[config.mk]
export PLATFORM = sky130hd
export DESIGN_NAME = nfc_active_field_sequencer
export DESIGN_NICKNAME = d
export VERILOG_FILES = /design/src/nfc_active_pkg.sv /design/src/nfc_active_field_sequencer.sv /design/src/rate_divider.sv
export VERILOG_INCLUDE_DIRS = /design/src
export SDC_FILE = /design/constraint.sdc
export NUM_CORES = 1
export LEC_CHECK = 0
export BUFFER_PORTS_ARGS = -buffer_cell sky130_fd_sc_hd__buf_2
export CAP_MARGIN = 40
export CORE_AREA = 8 8 116 118
export DETAILED_ROUTE_END_ITERATION = 10
export DIE_AREA = 0 0 124 126
export PLACE_DENSITY = 0.66
export SLEW_MARGIN = 15
export SYNTH_ARGS = -nofsm -noshare
export SYNTH_HDL_FRONTEND = slang
export SYNTH_SLANG_ARGS = --single-unit
[constraint.sdc]
create_clock -name ref_clk -period 2.3 [get_ports ref_clk]
set_input_delay 0.46 -clock ref_clk [delete_from_list [all_inputs] [get_ports ref_clk]]
set_output_delay 0.46 -clock ref_clk [all_outputs]
set_load 0.02 [all_outputs]
[src/nfc_active_defines.svh]
// constants for the active peer field sequencer
`ifndef NFC_ACTIVE_DEFINES_SVH
`define NFC_ACTIVE_DEFINES_SVH
`define ADDR_MODE       4'h0
`define ADDR_OPCTRL     4'h1
`define ADDR_AUX        4'h2
`define ADDR_BITRATE    4'h3
`define ADDR_TIMERS     4'h4
`define ADDR_GPT        4'h5
`define ADDR_NRT        4'h6
`define ADDR_MRT        4'h7
`define ADDR_EVENTS     4'h8
`define ADDR_STATUS     4'h9
`define ADDR_DETRATE    4'hA
`define ADDR_COMMAND    4'hB
`define MODE_TARGET     0
`define MODE_AUTORESP   1
`define MODE_RATEDET    2
`define AUX_N0          0
`define AUX_N1          1
`define AUX_FDEN        2
`define AUX_TXEN        3
`define AUX_TRANSPORT   4
`define AUX_AMEN        5
`define AUX_PMEN        6
`define CMD_INIT_ON     8'h01
`define CMD_RESP_ON     8'h02
`define CMD_PRESET      8'h03
`define CMD_GO_NORMAL   8'h04
`define CMD_START_MRT   8'h05
`define CMD_TRANSMIT    8'h06
`define EV_CAT          0
`define EV_CAC          1
`define EV_EON          2
`define EV_EOF          3
`define EV_NRT          4
`define EV_GPT          5
`define EV_SOR          6
`define EV_RATE         7
`define RATE_106        2'h0
`define RATE_212        2'h1
`define RATE_424        2'h2
`define DIV_212         8'h40
`define DIV_424         8'h20
`define DIV_106         8'h80
`define GUARD_INIT_NS   5000
`define GUARD_ACT_NS    1000
`define CLK_NS          10
`define CA_SLOT_NS      1000
`define GUARD_INIT_CYC  ((`GUARD_INIT_NS + `CLK_NS - 1) / `CLK_NS)
`define GUARD_ACT_CYC   ((`GUARD_ACT_NS + `CLK_NS - 1) / `CLK_NS)
`define CA_SLOT_CYC     ((`CA_SLOT_NS + `CLK_NS - 1) / `CLK_NS)
`endif

[src/nfc_active_pkg.sv]
// types for the active peer field sequencer
package nfc_active_pkg;
    typedef enum logic [3:0] {
        ST_IDLE    = 4'b0000,
        ST_CA      = 4'b0001,
        ST_GUARD   = 4'b0010,
        ST_FIELD   = 4'b0011,
        ST_HOLD    = 4'b0100,
        ST_WAITON  = 4'b0101,
        ST_MASK    = 4'b0110,
        ST_RECV    = 4'b0111,
        ST_TGTLOW  = 4'b1000
    } seq_state_t;
endpackage : nfc_active_pkg

[src/nfc_active_field_sequencer.sv]
// active peer field sequencer with its register port
//
// How it works
// - 212 uses carrier/64, 424 uses carrier/32
// - preset enables amplitude channel, disables phase
// - preset sets transport frame enable
// - transmitter enable only from field-on commands or auto response
// - field off after message, hold timer
// - peer mode enables detector, threshold select
// - auto response starts on peer field off
// - initial field-on, guard, then done event
// - no-response timer after field off
// - field on event, mask timer, then receive
// - field off event, response field-on, guard
// - target select enables field detector
// - target idle: only detector at peer threshold
// - rate detection or fixed rate target modes
// - start of receive, rate detected, display load
// - target auto response needs detected rate
// - go-to-normal copies rate, leaves detection mode
// - first target response uses count bits
//
// The implementer's own choices: the plain strobed port and the register offsets.
`timescale 1ns/10ps
`default_nettype none
`include "nfc_active_defines.svh"
module nfc_active_field_sequencer #(
    parameter int TW = 16
) (
    input  wire logic       ref_clk,
    input  wire logic       arst_n,
    input  wire logic [3:0] addr,
    input  wire logic [7:0] wdata,
    input  wire logic       wr,
    input  wire logic       rd,
    output logic      [7:0] rdata,
    input  wire logic       fieldDetected,
    input  wire logic       txDone,
    input  wire logic       rxStart,
    input  wire logic       rateValid,
    input  wire logic [1:0] rateMeasured,
    output logic            txEnable,
    output logic            detectorEnable,
    output logic            caThreshold,
    output logic            rxWatch,
    output logic            bitTick
);
    if (TW < 9 || TW > 24) begin : g_bad_width
        $error("timer width out of range");
    end

    ////////////////////////////////////////////////////////////////////
    // registers
    logic [7:0]  modeReg;
    logic [7:0]  opCtrl;
    logic [7:0]  auxReg;
    logic [1:0]  bitRate;
    logic [1:0]  detRate;
    logic [7:0]  events;
    logic [TW-1:0] gptLoad;
    logic [TW-1:0] nrtLoad;
    logic [TW-1:0] mrtLoad;
    logic        rateOk;
    logic        firstResp;
    logic        fieldPrev;

    nfc_active_pkg::seq_state_t state;
    nfc_active_pkg::seq_state_t next_state;
    logic [TW-1:0] timer;
    logic [TW-1:0] next_timer;
    logic [2:0]  slots;
    logic [2:0]  next_slots;
    logic        initialCmd;
    logic        next_initialCmd;

    wire targetMode = modeReg[`MODE_TARGET];
    wire autoResp   = modeReg[`MODE_AUTORESP];
    wire rateDetect = modeReg[`MODE_RATEDET];
    wire opIdle     = (opCtrl == 8'h00);
    wire fieldOn    = fieldDetected && !fieldPrev;
    wire fieldOff   = !fieldDetected && fieldPrev;
    wire timerZero  = (timer == '0);

    wire wrMode  = wr && (addr == `ADDR_MODE);
    wire wrOp    = wr && (addr == `ADDR_OPCTRL);
    wire wrAux   = wr && (addr == `ADDR_AUX);
    wire wrRate  = wr && (addr == `ADDR_BITRATE);
    wire wrGpt   = wr && (addr == `ADDR_GPT);
    wire wrNrt   = wr && (addr == `ADDR_NRT);
    wire wrMrt   = wr && (addr == `ADDR_MRT);
    wire wrEvt   = wr && (addr == `ADDR_EVENTS);
    wire wrCmd   = wr && (addr == `ADDR_COMMAND);
    wire cmdInit = wrCmd && (wdata == `CMD_INIT_ON);
    wire cmdResp = wrCmd && (wdata == `CMD_RESP_ON);
    wire cmdPre  = wrCmd && (wdata == `CMD_PRESET);
    wire cmdNorm = wrCmd && (wdata == `CMD_GO_NORMAL);
    wire cmdMrt  = wrCmd && (wdata == `CMD_START_MRT);
    wire idleLike = (state == nfc_active_pkg::ST_IDLE) ||
                    (state == nfc_active_pkg::ST_TGTLOW);
    // auto response in target mode only once the rate is known
    wire autoOk = autoResp && (!targetMode || rateOk);
    // response slot count from count bits
    wire [2:0] respSlots = {1'b0, auxReg[`AUX_N1], auxReg[`AUX_N0]};

    ////////////////////////////////////////////////////////////////////
    // register writes and auto effects
    always_ff @(posedge ref_clk or negedge arst_n) begin
        if (!arst_n) begin
            modeReg <= 8'h00;
            opCtrl  <= 8'h00;
            auxReg  <= 8'h00;
            bitRate <= `RATE_106;
            gptLoad <= '0;
            nrtLoad <= '0;
            mrtLoad <= '0;
        end else begin
            if (wrMode) modeReg <= wdata;
            else if (cmdNorm) begin
                bitRate <= detRate;
                modeReg[`MODE_RATEDET] <= 1'b0;
            end
            if (wrOp) opCtrl <= wdata;
            if (wrAux) auxReg <= {wdata[7:4] & 4'h7, wdata[3] & 1'b0,
                                   wdata[2:0]};
            else if (cmdPre) begin
                auxReg[`AUX_AMEN] <= 1'b1;
                auxReg[`AUX_PMEN] <= 1'b0;
                auxReg[`AUX_TRANSPORT] <= 1'b1;
            end
            if (wrRate && !cmdNorm) bitRate <= wdata[1:0];
            if (wrGpt) gptLoad <= {{(TW-8){1'b0}}, wdata} << (TW - 8);
            if (wrNrt) nrtLoad <= {{(TW-8){1'b0}}, wdata} << (TW - 8);
            if (wrMrt) mrtLoad <= {{(TW-8){1'b0}}, wdata};
        end
    end

    // detector enabled in peer mode or target mode
    wire peerMode = modeReg[`MODE_AUTORESP] || targetMode
                    || !idleLike;
    assign detectorEnable = auxReg[`AUX_FDEN] || peerMode;
    // collision threshold only during collision avoidance of a field-on command or auto response
    assign caThreshold = (state == nfc_active_pkg::ST_CA);

    ////////////////////////////////////////////////////////////////////
    // rate detection and events
    logic [7:0] evSet;
    always_comb begin
        evSet = 8'h00;
        if (fieldOn) evSet[`EV_EON] = 1'b1;
        if (fieldOff) evSet[`EV_EOF] = 1'b1;
        if (state == nfc_active_pkg::ST_GUARD && timerZero)
            evSet[`EV_CAT] = 1'b1;
        if (state == nfc_active_pkg::ST_CA && fieldDetected)
            evSet[`EV_CAC] = 1'b1;
        if (state == nfc_active_pkg::ST_WAITON && timerZero && !fieldOn)
            evSet[`EV_NRT] = 1'b1;
        if (state == nfc_active_pkg::ST_HOLD && timerZero)
            evSet[`EV_GPT] = 1'b1;
        if (state == nfc_active_pkg::ST_RECV && rxStart && rateDetect)
            evSet[`EV_SOR] = 1'b1;
        if (state == nfc_active_pkg::ST_RECV && rateValid && rateDetect)
            evSet[`EV_RATE] = 1'b1;
    end

    always_ff @(posedge ref_clk or negedge arst_n) begin
        if (!arst_n) begin
            events    <= 8'h00;
            detRate   <= `RATE_106;
            rateOk    <= 1'b0;
            fieldPrev <= 1'b0;
            firstResp <= 1'b0;
        end else begin
            fieldPrev <= fieldDetected;
            events <= (wrEvt ? events & ~wdata : events) | evSet;
            if (evSet[`EV_RATE]) begin
                detRate   <= rateMeasured;
                rateOk    <= 1'b1;
                firstResp <= 1'b1;
            end else if (targetMode && opIdle && idleLike) begin
                rateOk <= 1'b0;
            end
            if (state == nfc_active_pkg::ST_GUARD) firstResp <= 1'b0;
        end
    end

    ////////////////////////////////////////////////////////////////////
    // field sequencer
    always_comb begin
        next_state = state;
        next_timer = timerZero ? timer : timer - TW'(1);
        next_slots = slots;
        next_initialCmd = initialCmd;
        case (state)
            nfc_active_pkg::ST_IDLE,
            nfc_active_pkg::ST_TGTLOW: begin
                if (targetMode && opIdle)
                    next_state = nfc_active_pkg::ST_TGTLOW;
                else
                    next_state = nfc_active_pkg::ST_IDLE;
                if (cmdInit) begin
                    next_state = nfc_active_pkg::ST_CA;
                    next_timer = TW'(`CA_SLOT_CYC);
                    next_slots = 3'h0;
                    next_initialCmd = 1'b1;
                end else if (cmdResp) begin
                    next_state = nfc_active_pkg::ST_CA;
                    next_timer = TW'(`CA_SLOT_CYC);
                    next_slots = respSlots;
                    next_initialCmd = 1'b0;
                end else if (cmdMrt) begin
                    next_state = nfc_active_pkg::ST_MASK;
                    next_timer = mrtLoad;
                end
            end
            nfc_active_pkg::ST_CA: begin
                if (fieldDetected)
                    next_state = nfc_active_pkg::ST_IDLE;
                else if (timerZero && slots != 3'h0) begin
                    next_slots = slots - 3'h1;
                    next_timer = TW'(`CA_SLOT_CYC);
                end else if (timerZero) begin
                    next_state = nfc_active_pkg::ST_GUARD;
                    next_timer = initialCmd ? TW'(`GUARD_INIT_CYC)
                                            : TW'(`GUARD_ACT_CYC);
                end
            end
            nfc_active_pkg::ST_GUARD: begin
                if (timerZero) next_state = nfc_active_pkg::ST_FIELD;
            end
            nfc_active_pkg::ST_FIELD: begin
                if (txDone) begin
                    next_state = nfc_active_pkg::ST_HOLD;
                    next_timer = gptLoad;
                end
            end
            nfc_active_pkg::ST_HOLD: begin
                if (timerZero) begin
                    next_state = nfc_active_pkg::ST_WAITON;
                    next_timer = nrtLoad;
                end
            end
            nfc_active_pkg::ST_WAITON: begin
                if (fieldOn) begin
                    next_state = nfc_active_pkg::ST_MASK;
                    next_timer = mrtLoad;
                end else if (timerZero)
                    next_state = nfc_active_pkg::ST_IDLE;
            end
            nfc_active_pkg::ST_MASK: begin
                if (timerZero) next_state = nfc_active_pkg::ST_RECV;
            end
            nfc_active_pkg::ST_RECV: begin
                if (fieldOff && autoOk) begin
                    next_state = nfc_active_pkg::ST_CA;
                    next_timer = TW'(`CA_SLOT_CYC);
                    // first target reply takes count bits
                    next_slots = firstResp ? respSlots
                                           : 3'h0;
                    next_initialCmd = 1'b0;
                end else if (fieldOff)
                    next_state = nfc_active_pkg::ST_IDLE;
            end
            default: next_state = nfc_active_pkg::ST_IDLE;
        endcase
    end

    always_ff @(posedge ref_clk or negedge arst_n) begin
        if (!arst_n) begin
            state      <= nfc_active_pkg::ST_IDLE;
            timer      <= '0;
            slots      <= 3'h0;
            initialCmd <= 1'b0;
        end else begin
            state      <= next_state;
            timer      <= next_timer;
            slots      <= next_slots;
            initialCmd <= next_initialCmd;
        end
    end

    // transmitter only through the field-on sequence
    always_ff @(posedge ref_clk or negedge arst_n) begin
        if (!arst_n) txEnable <= 1'b0;
        else txEnable <= (next_state == nfc_active_pkg::ST_GUARD) ||
                         (next_state == nfc_active_pkg::ST_FIELD) ||
                         (next_state == nfc_active_pkg::ST_HOLD);
    end
    assign rxWatch = (state == nfc_active_pkg::ST_RECV);

    ////////////////////////////////////////////////////////////////////
    // bit-rate enable
    wire [1:0] rateSel = (targetMode && rateDetect) ? detRate : bitRate;
    wire [7:0] divisor = (rateSel == `RATE_424) ? `DIV_424 :
                         (rateSel == `RATE_212) ? `DIV_212 :
                         `DIV_106;
    rate_divider #(.WIDTH(8)) u_div (
        .ref_clk (ref_clk),
        .arst_n  (arst_n),
        .run     (!idleLike),
        .divisor (divisor),
        .tick    (bitTick)
    );

    ////////////////////////////////////////////////////////////////////
    // read port
    wire [7:0] stat = {4'h0, state};
    wire [7:0] rdMux =
        (addr == `ADDR_MODE)    ? modeReg :
        (addr == `ADDR_OPCTRL)  ? opCtrl :
        (addr == `ADDR_AUX)     ? {auxReg[7:3], detectorEnable,
                                   auxReg[1:0]} :
        (addr == `ADDR_BITRATE) ? {6'h00, bitRate} :
        (addr == `ADDR_GPT)     ? gptLoad[TW-1 -: 8] :
        (addr == `ADDR_NRT)     ? nrtLoad[TW-1 -: 8] :
        (addr == `ADDR_MRT)     ? mrtLoad[7:0] :
        (addr == `ADDR_EVENTS)  ? events :
        (addr == `ADDR_STATUS)  ? stat :
        (addr == `ADDR_DETRATE) ? {rateOk, 5'h00, detRate} :
        8'h00;
    always_ff @(posedge ref_clk or negedge arst_n) begin
        if (!arst_n) rdata <= 8'h00;
        else if (rd) rdata <= rdMux;
        else rdata <= 8'h00;
    end
endmodule : nfc_active_field_sequencer
`default_nettype wire

[src/rate_divider.sv]
// divider making a one-cycle bit-rate enable from the carrier clock
`timescale 1ns/10ps
`default_nettype none
module rate_divider #(
    parameter int WIDTH = 8
) (
    input  wire logic             ref_clk,
    input  wire logic             arst_n,
    input  wire logic             run,
    input  wire logic [WIDTH-1:0] divisor,
    output logic                  tick
);
    logic [WIDTH-1:0] count;
    wire              wrap = (count >= divisor - WIDTH'(1));

    if (WIDTH < 6) begin : g_bad_width
        $error("rate_divider: width too small");
    end

    always_ff @(posedge ref_clk or negedge arst_n) begin
        if (!arst_n) begin
            count <= '0;
            tick  <= 1'b0;
        end else begin
            count <= (!run || wrap) ? '0 : count + WIDTH'(1);
            tick  <= run && wrap;
        end
    end
endmodule : rate_divider
`default_nettype wire

==> qor.txt <==
Site Rows: 40
Final ANT Viol Nets: 0
Via density: 6.05
core area: 0.0117 mm2
H-tree depth: 3
final setup vio count: 0
vias in the first global route: 5006
first-pass GRT wire length: 26.3 mm
skew final: 0.00615 ns
CTS tree: built
CP required: 2.51 ns
Post-synth EDFFs: 0
layout cells sized above 1: 0.268
Peak VDD IR: 0.402 mV
Max Fanout on Critical Path: 3
placed cell area: 0.00641 mm2
largest net degree at the start of global routing: 50
main flop type after synthesis: dfrtp_1
post-route design area: 0.00681 mm2
Worst-Margin Slew: 0.652 ns
gpl congestion: 0.990
CP Launch Type: flop
flops & latches, synth: 103
RSZ-0062 raised after global routing: true
ratio of final minimum period to clock period: 0.982
async set-reset flop share out of synthesis: 1.00
Final nets: 707
Netlist cell types: 68
per-cell routed wire length: 19.9 um
slew margin rel.: 0.562
Die ar.: 0.0156 mm2
TritonRoute pass-1 iters: 5
Synth Net Count: 621
Placed Cells: 808
drt drc: 0
max-cap viol count: 0
final hold slack: 0.147 ns
Leak: 3.05 nW
CTS Buf Count: 9
share of the yosys chip area belonging to registers: 0.456
CTS Hold Bufs: 0
clock sink total: 103
hold crit path type: in -> async
IO Pins: 35
Initial Util: 0.483
Routed WL: 16.4 mm
Tmin final: 2.26 ns
Ys Warns: 0
clk_lat worst skew: 0.35 ns
crit path kind: reg -> reg
GRT Total Usage: 0.215
initial antenna violation count: 0
Total Power: 5.28 mW
cells after synthesis: 589
Die Span Y: 126 um
Worst-path clk slew: 0.07 ns
grt total ovfl: 0
Layout area overhead: 20.5%
port bufs: 34
Post-Route Setup TNS: 0 ns
max-slew violations: 0
DP HPWL: 12.2 mm
filler instances: 1045
fmax: 0.443 GHz
DR vias: 5004
cells on worst reg2reg path: 8
Starting DRT DRC Count: 499
syn avg cell area: 9.60 um2
Crit path arrival time: 2.47 ns
root buffer cell: clkbuf_16
Antenna diodes: 0
Die Wd: 124 um
final hold vios: 0
Pwr per Cell Area: 775 mW/mm2
Max clock buf depth: 2
status: complete, no violations
Synth Cell Area: 0.00565 mm2
CP Capture Type: flop
fin cells: 827
path summary, 6_finish.rpt:
path,start,endpoint,slack (ns)
worst min-delay path,arst_n,u_div.count[4],0.15
worst max register to register,timer[0],timer[6],0.04
max in group asynchronous,arst_n,rdata[5],1.44
worst min register to register,events[3],events[3],0.48
min in group ref_clk,rateMeasured[0],detRate[0],0.35
worst max-delay path,timer[0],timer[6],0.04
cell usage after synthesis, types with 3 or more instances:
| master | number | share of area |
|---|---|---|
| a21o_1 | 9 | 0.012 |
| a21oi_1 | 31 | 0.027 |
| a221oi_1 | 4 | 0.0062 |
| a22o_1 | 4 | 0.0062 |
| a22oi_1 | 16 | 0.021 |
| a31oi_1 | 4 | 0.0044 |
| and2_1 | 4 | 0.0044 |
| and3_1 | 7 | 0.0077 |
| and4_1 | 3 | 0.0046 |
| buf_4 | 3 | 0.0040 |
| clkbuf_1 | 21 | 0.014 |
| dfrtp_1 | 103 | 0.46 |
| ha_1 | 10 | 0.022 |
| inv_1 | 18 | 0.012 |
| mux2_2 | 36 | 0.072 |
| mux2i_1 | 8 | 0.014 |
| nand2_1 | 69 | 0.046 |
| nand2b_1 | 8 | 0.0089 |
| nand3_1 | 14 | 0.012 |
| nand3b_1 | 7 | 0.0093 |
| nand4_1 | 5 | 0.0055 |
| nor2_1 | 39 | 0.026 |
| nor2b_1 | 15 | 0.017 |
| nor3_1 | 11 | 0.0097 |
| nor3b_1 | 5 | 0.0066 |
| nor4_1 | 9 | 0.010 |
| o211ai_1 | 5 | 0.0066 |
| o21ai_0 | 35 | 0.031 |
| o21ai_1 | 11 | 0.0097 |
| o22ai_1 | 7 | 0.0077 |
| or3_1 | 3 | 0.0033 |
| or4_1 | 5 | 0.0066 |
| xnor2_1 | 5 | 0.0077 |
| xor2_1 | 14 | 0.022 |
flip-flops by register name, indices dropped and copies added (netlist names):
register     count
rdata            8
timer           16
nrtLoad          8
gptLoad          8
state            4
firstResp        1
detRate          2
slots            3
initialCmd       1
txEnable         1
auxReg           6
opCtrl           8
u_div.tick       1
u_div.count      8
modeReg          8
fieldPrev        1
rateOk           1
bitRate          2
mrtLoad          8
events           8
worst max-delay path, cell delays in order (launching register included):
cell,delay [ns]
dfrtp_1,0.41
inv_2,0.09
ha_4,0.13
nor4b_4,0.21
nand3b_1,0.15
or4_4,0.60
a221oi_2,0.27
buf_4,0.15
o211ai_1,0.10
where the power goes:
part | switching [mW] | total (mW) | internal, mW | leakage [nW]
registers | 0.330 | 2.48 | 2.15 | 1.28
logic | 0.656 | 1.30 | 0.646 | 1.62
clock network | 0.715 | 1.50 | 0.782 | 0.141
total | 1.70 | 5.28 | 3.58 | 3.05
placed cells by master, fill, tap and decap left out, types with 5 or more instances in the layout:
cell	netlist	routed
nor4_1	9	5
o21ai_0	35	35
mux2_2	36	36
nor2_1	39	39
xnor2_1	5	5
o21ai_1	11	11
nor4_2	1	5
nand3_1	14	14
o211ai_1	5	5
ha_1	10	9
inv_1	18	15
dfrtp_1	103	103
mux2i_1	8	8
nor2b_1	15	15
xor2_1	14	14
nand2b_1	8	8
nor3b_1	5	5
a22oi_1	16	15
nand3b_1	7	7
a21oi_1	31	31
o22ai_1	7	7
nand2_1	69	69
a21o_1	9	9
buf_4	3	67
nand4_1	5	5
nor3_1	11	9
and3_1	7	7
clkbuf_16	0	9
buf_2	1	33
per-layer routing:
metal  vias up  global-route usage  share of wire
li1       2304                   -              -
met1      2467               0.293           0.43
met2       206               0.335           0.48
met3        27              0.0393          0.061
met4         0              0.0728          0.022
met5         -                   0              0
what timing repair did:
item / in CTS / in global routing
resized for setup: 5 / 14
endpoints found under the setup margin: 7 / 20
hold endpoints to repair: 0 / 0
pin swaps: 0 / 3
setup buffers: 0 / 3
per-stage QoR:
stage,worst slack (ns),utilization
6_report,0.0407,0.582
5_1_grt,-0.0535,0.582
4_1_cts,0.00239,0.574
3_5_place_dp,-0.123,0.547
3_3_place_gp,-0.0745,0.547
2_1_floorplan,-0.132,-
area by class of cell:
| cell class | instances | area (um2) | area share |
|---|---|---|---|
| Tap cell | 147 | 184 | 0.0270 |
| Clock buffer | 10 | 239 | 0.0351 |
| Timing Repair Buffer | 102 | 708 | 0.104 |
| Clock inverter | 6 | 53.8 | 0.00790 |
| Sequential cell | 103 | 2580 | 0.378 |
| Multi-Input combinational cell | 441 | 2980 | 0.438 |
| Inverter | 18 | 67.6 | 0.00992 |
logic make-up after synthesis:
kind of cell               share of synthesized area
and+or+nand+nor                                0.206
AOI/OAI and AO/OA                              0.166
DFF                                            0.456
buffers and inverters                         0.0334
muxes                                         0.0859
xor gates and xnor gates                      0.0294
adders and majority gates                     0.0221
other                                       0.000663
Note: power is estimated with default switching activity, not from simulation.
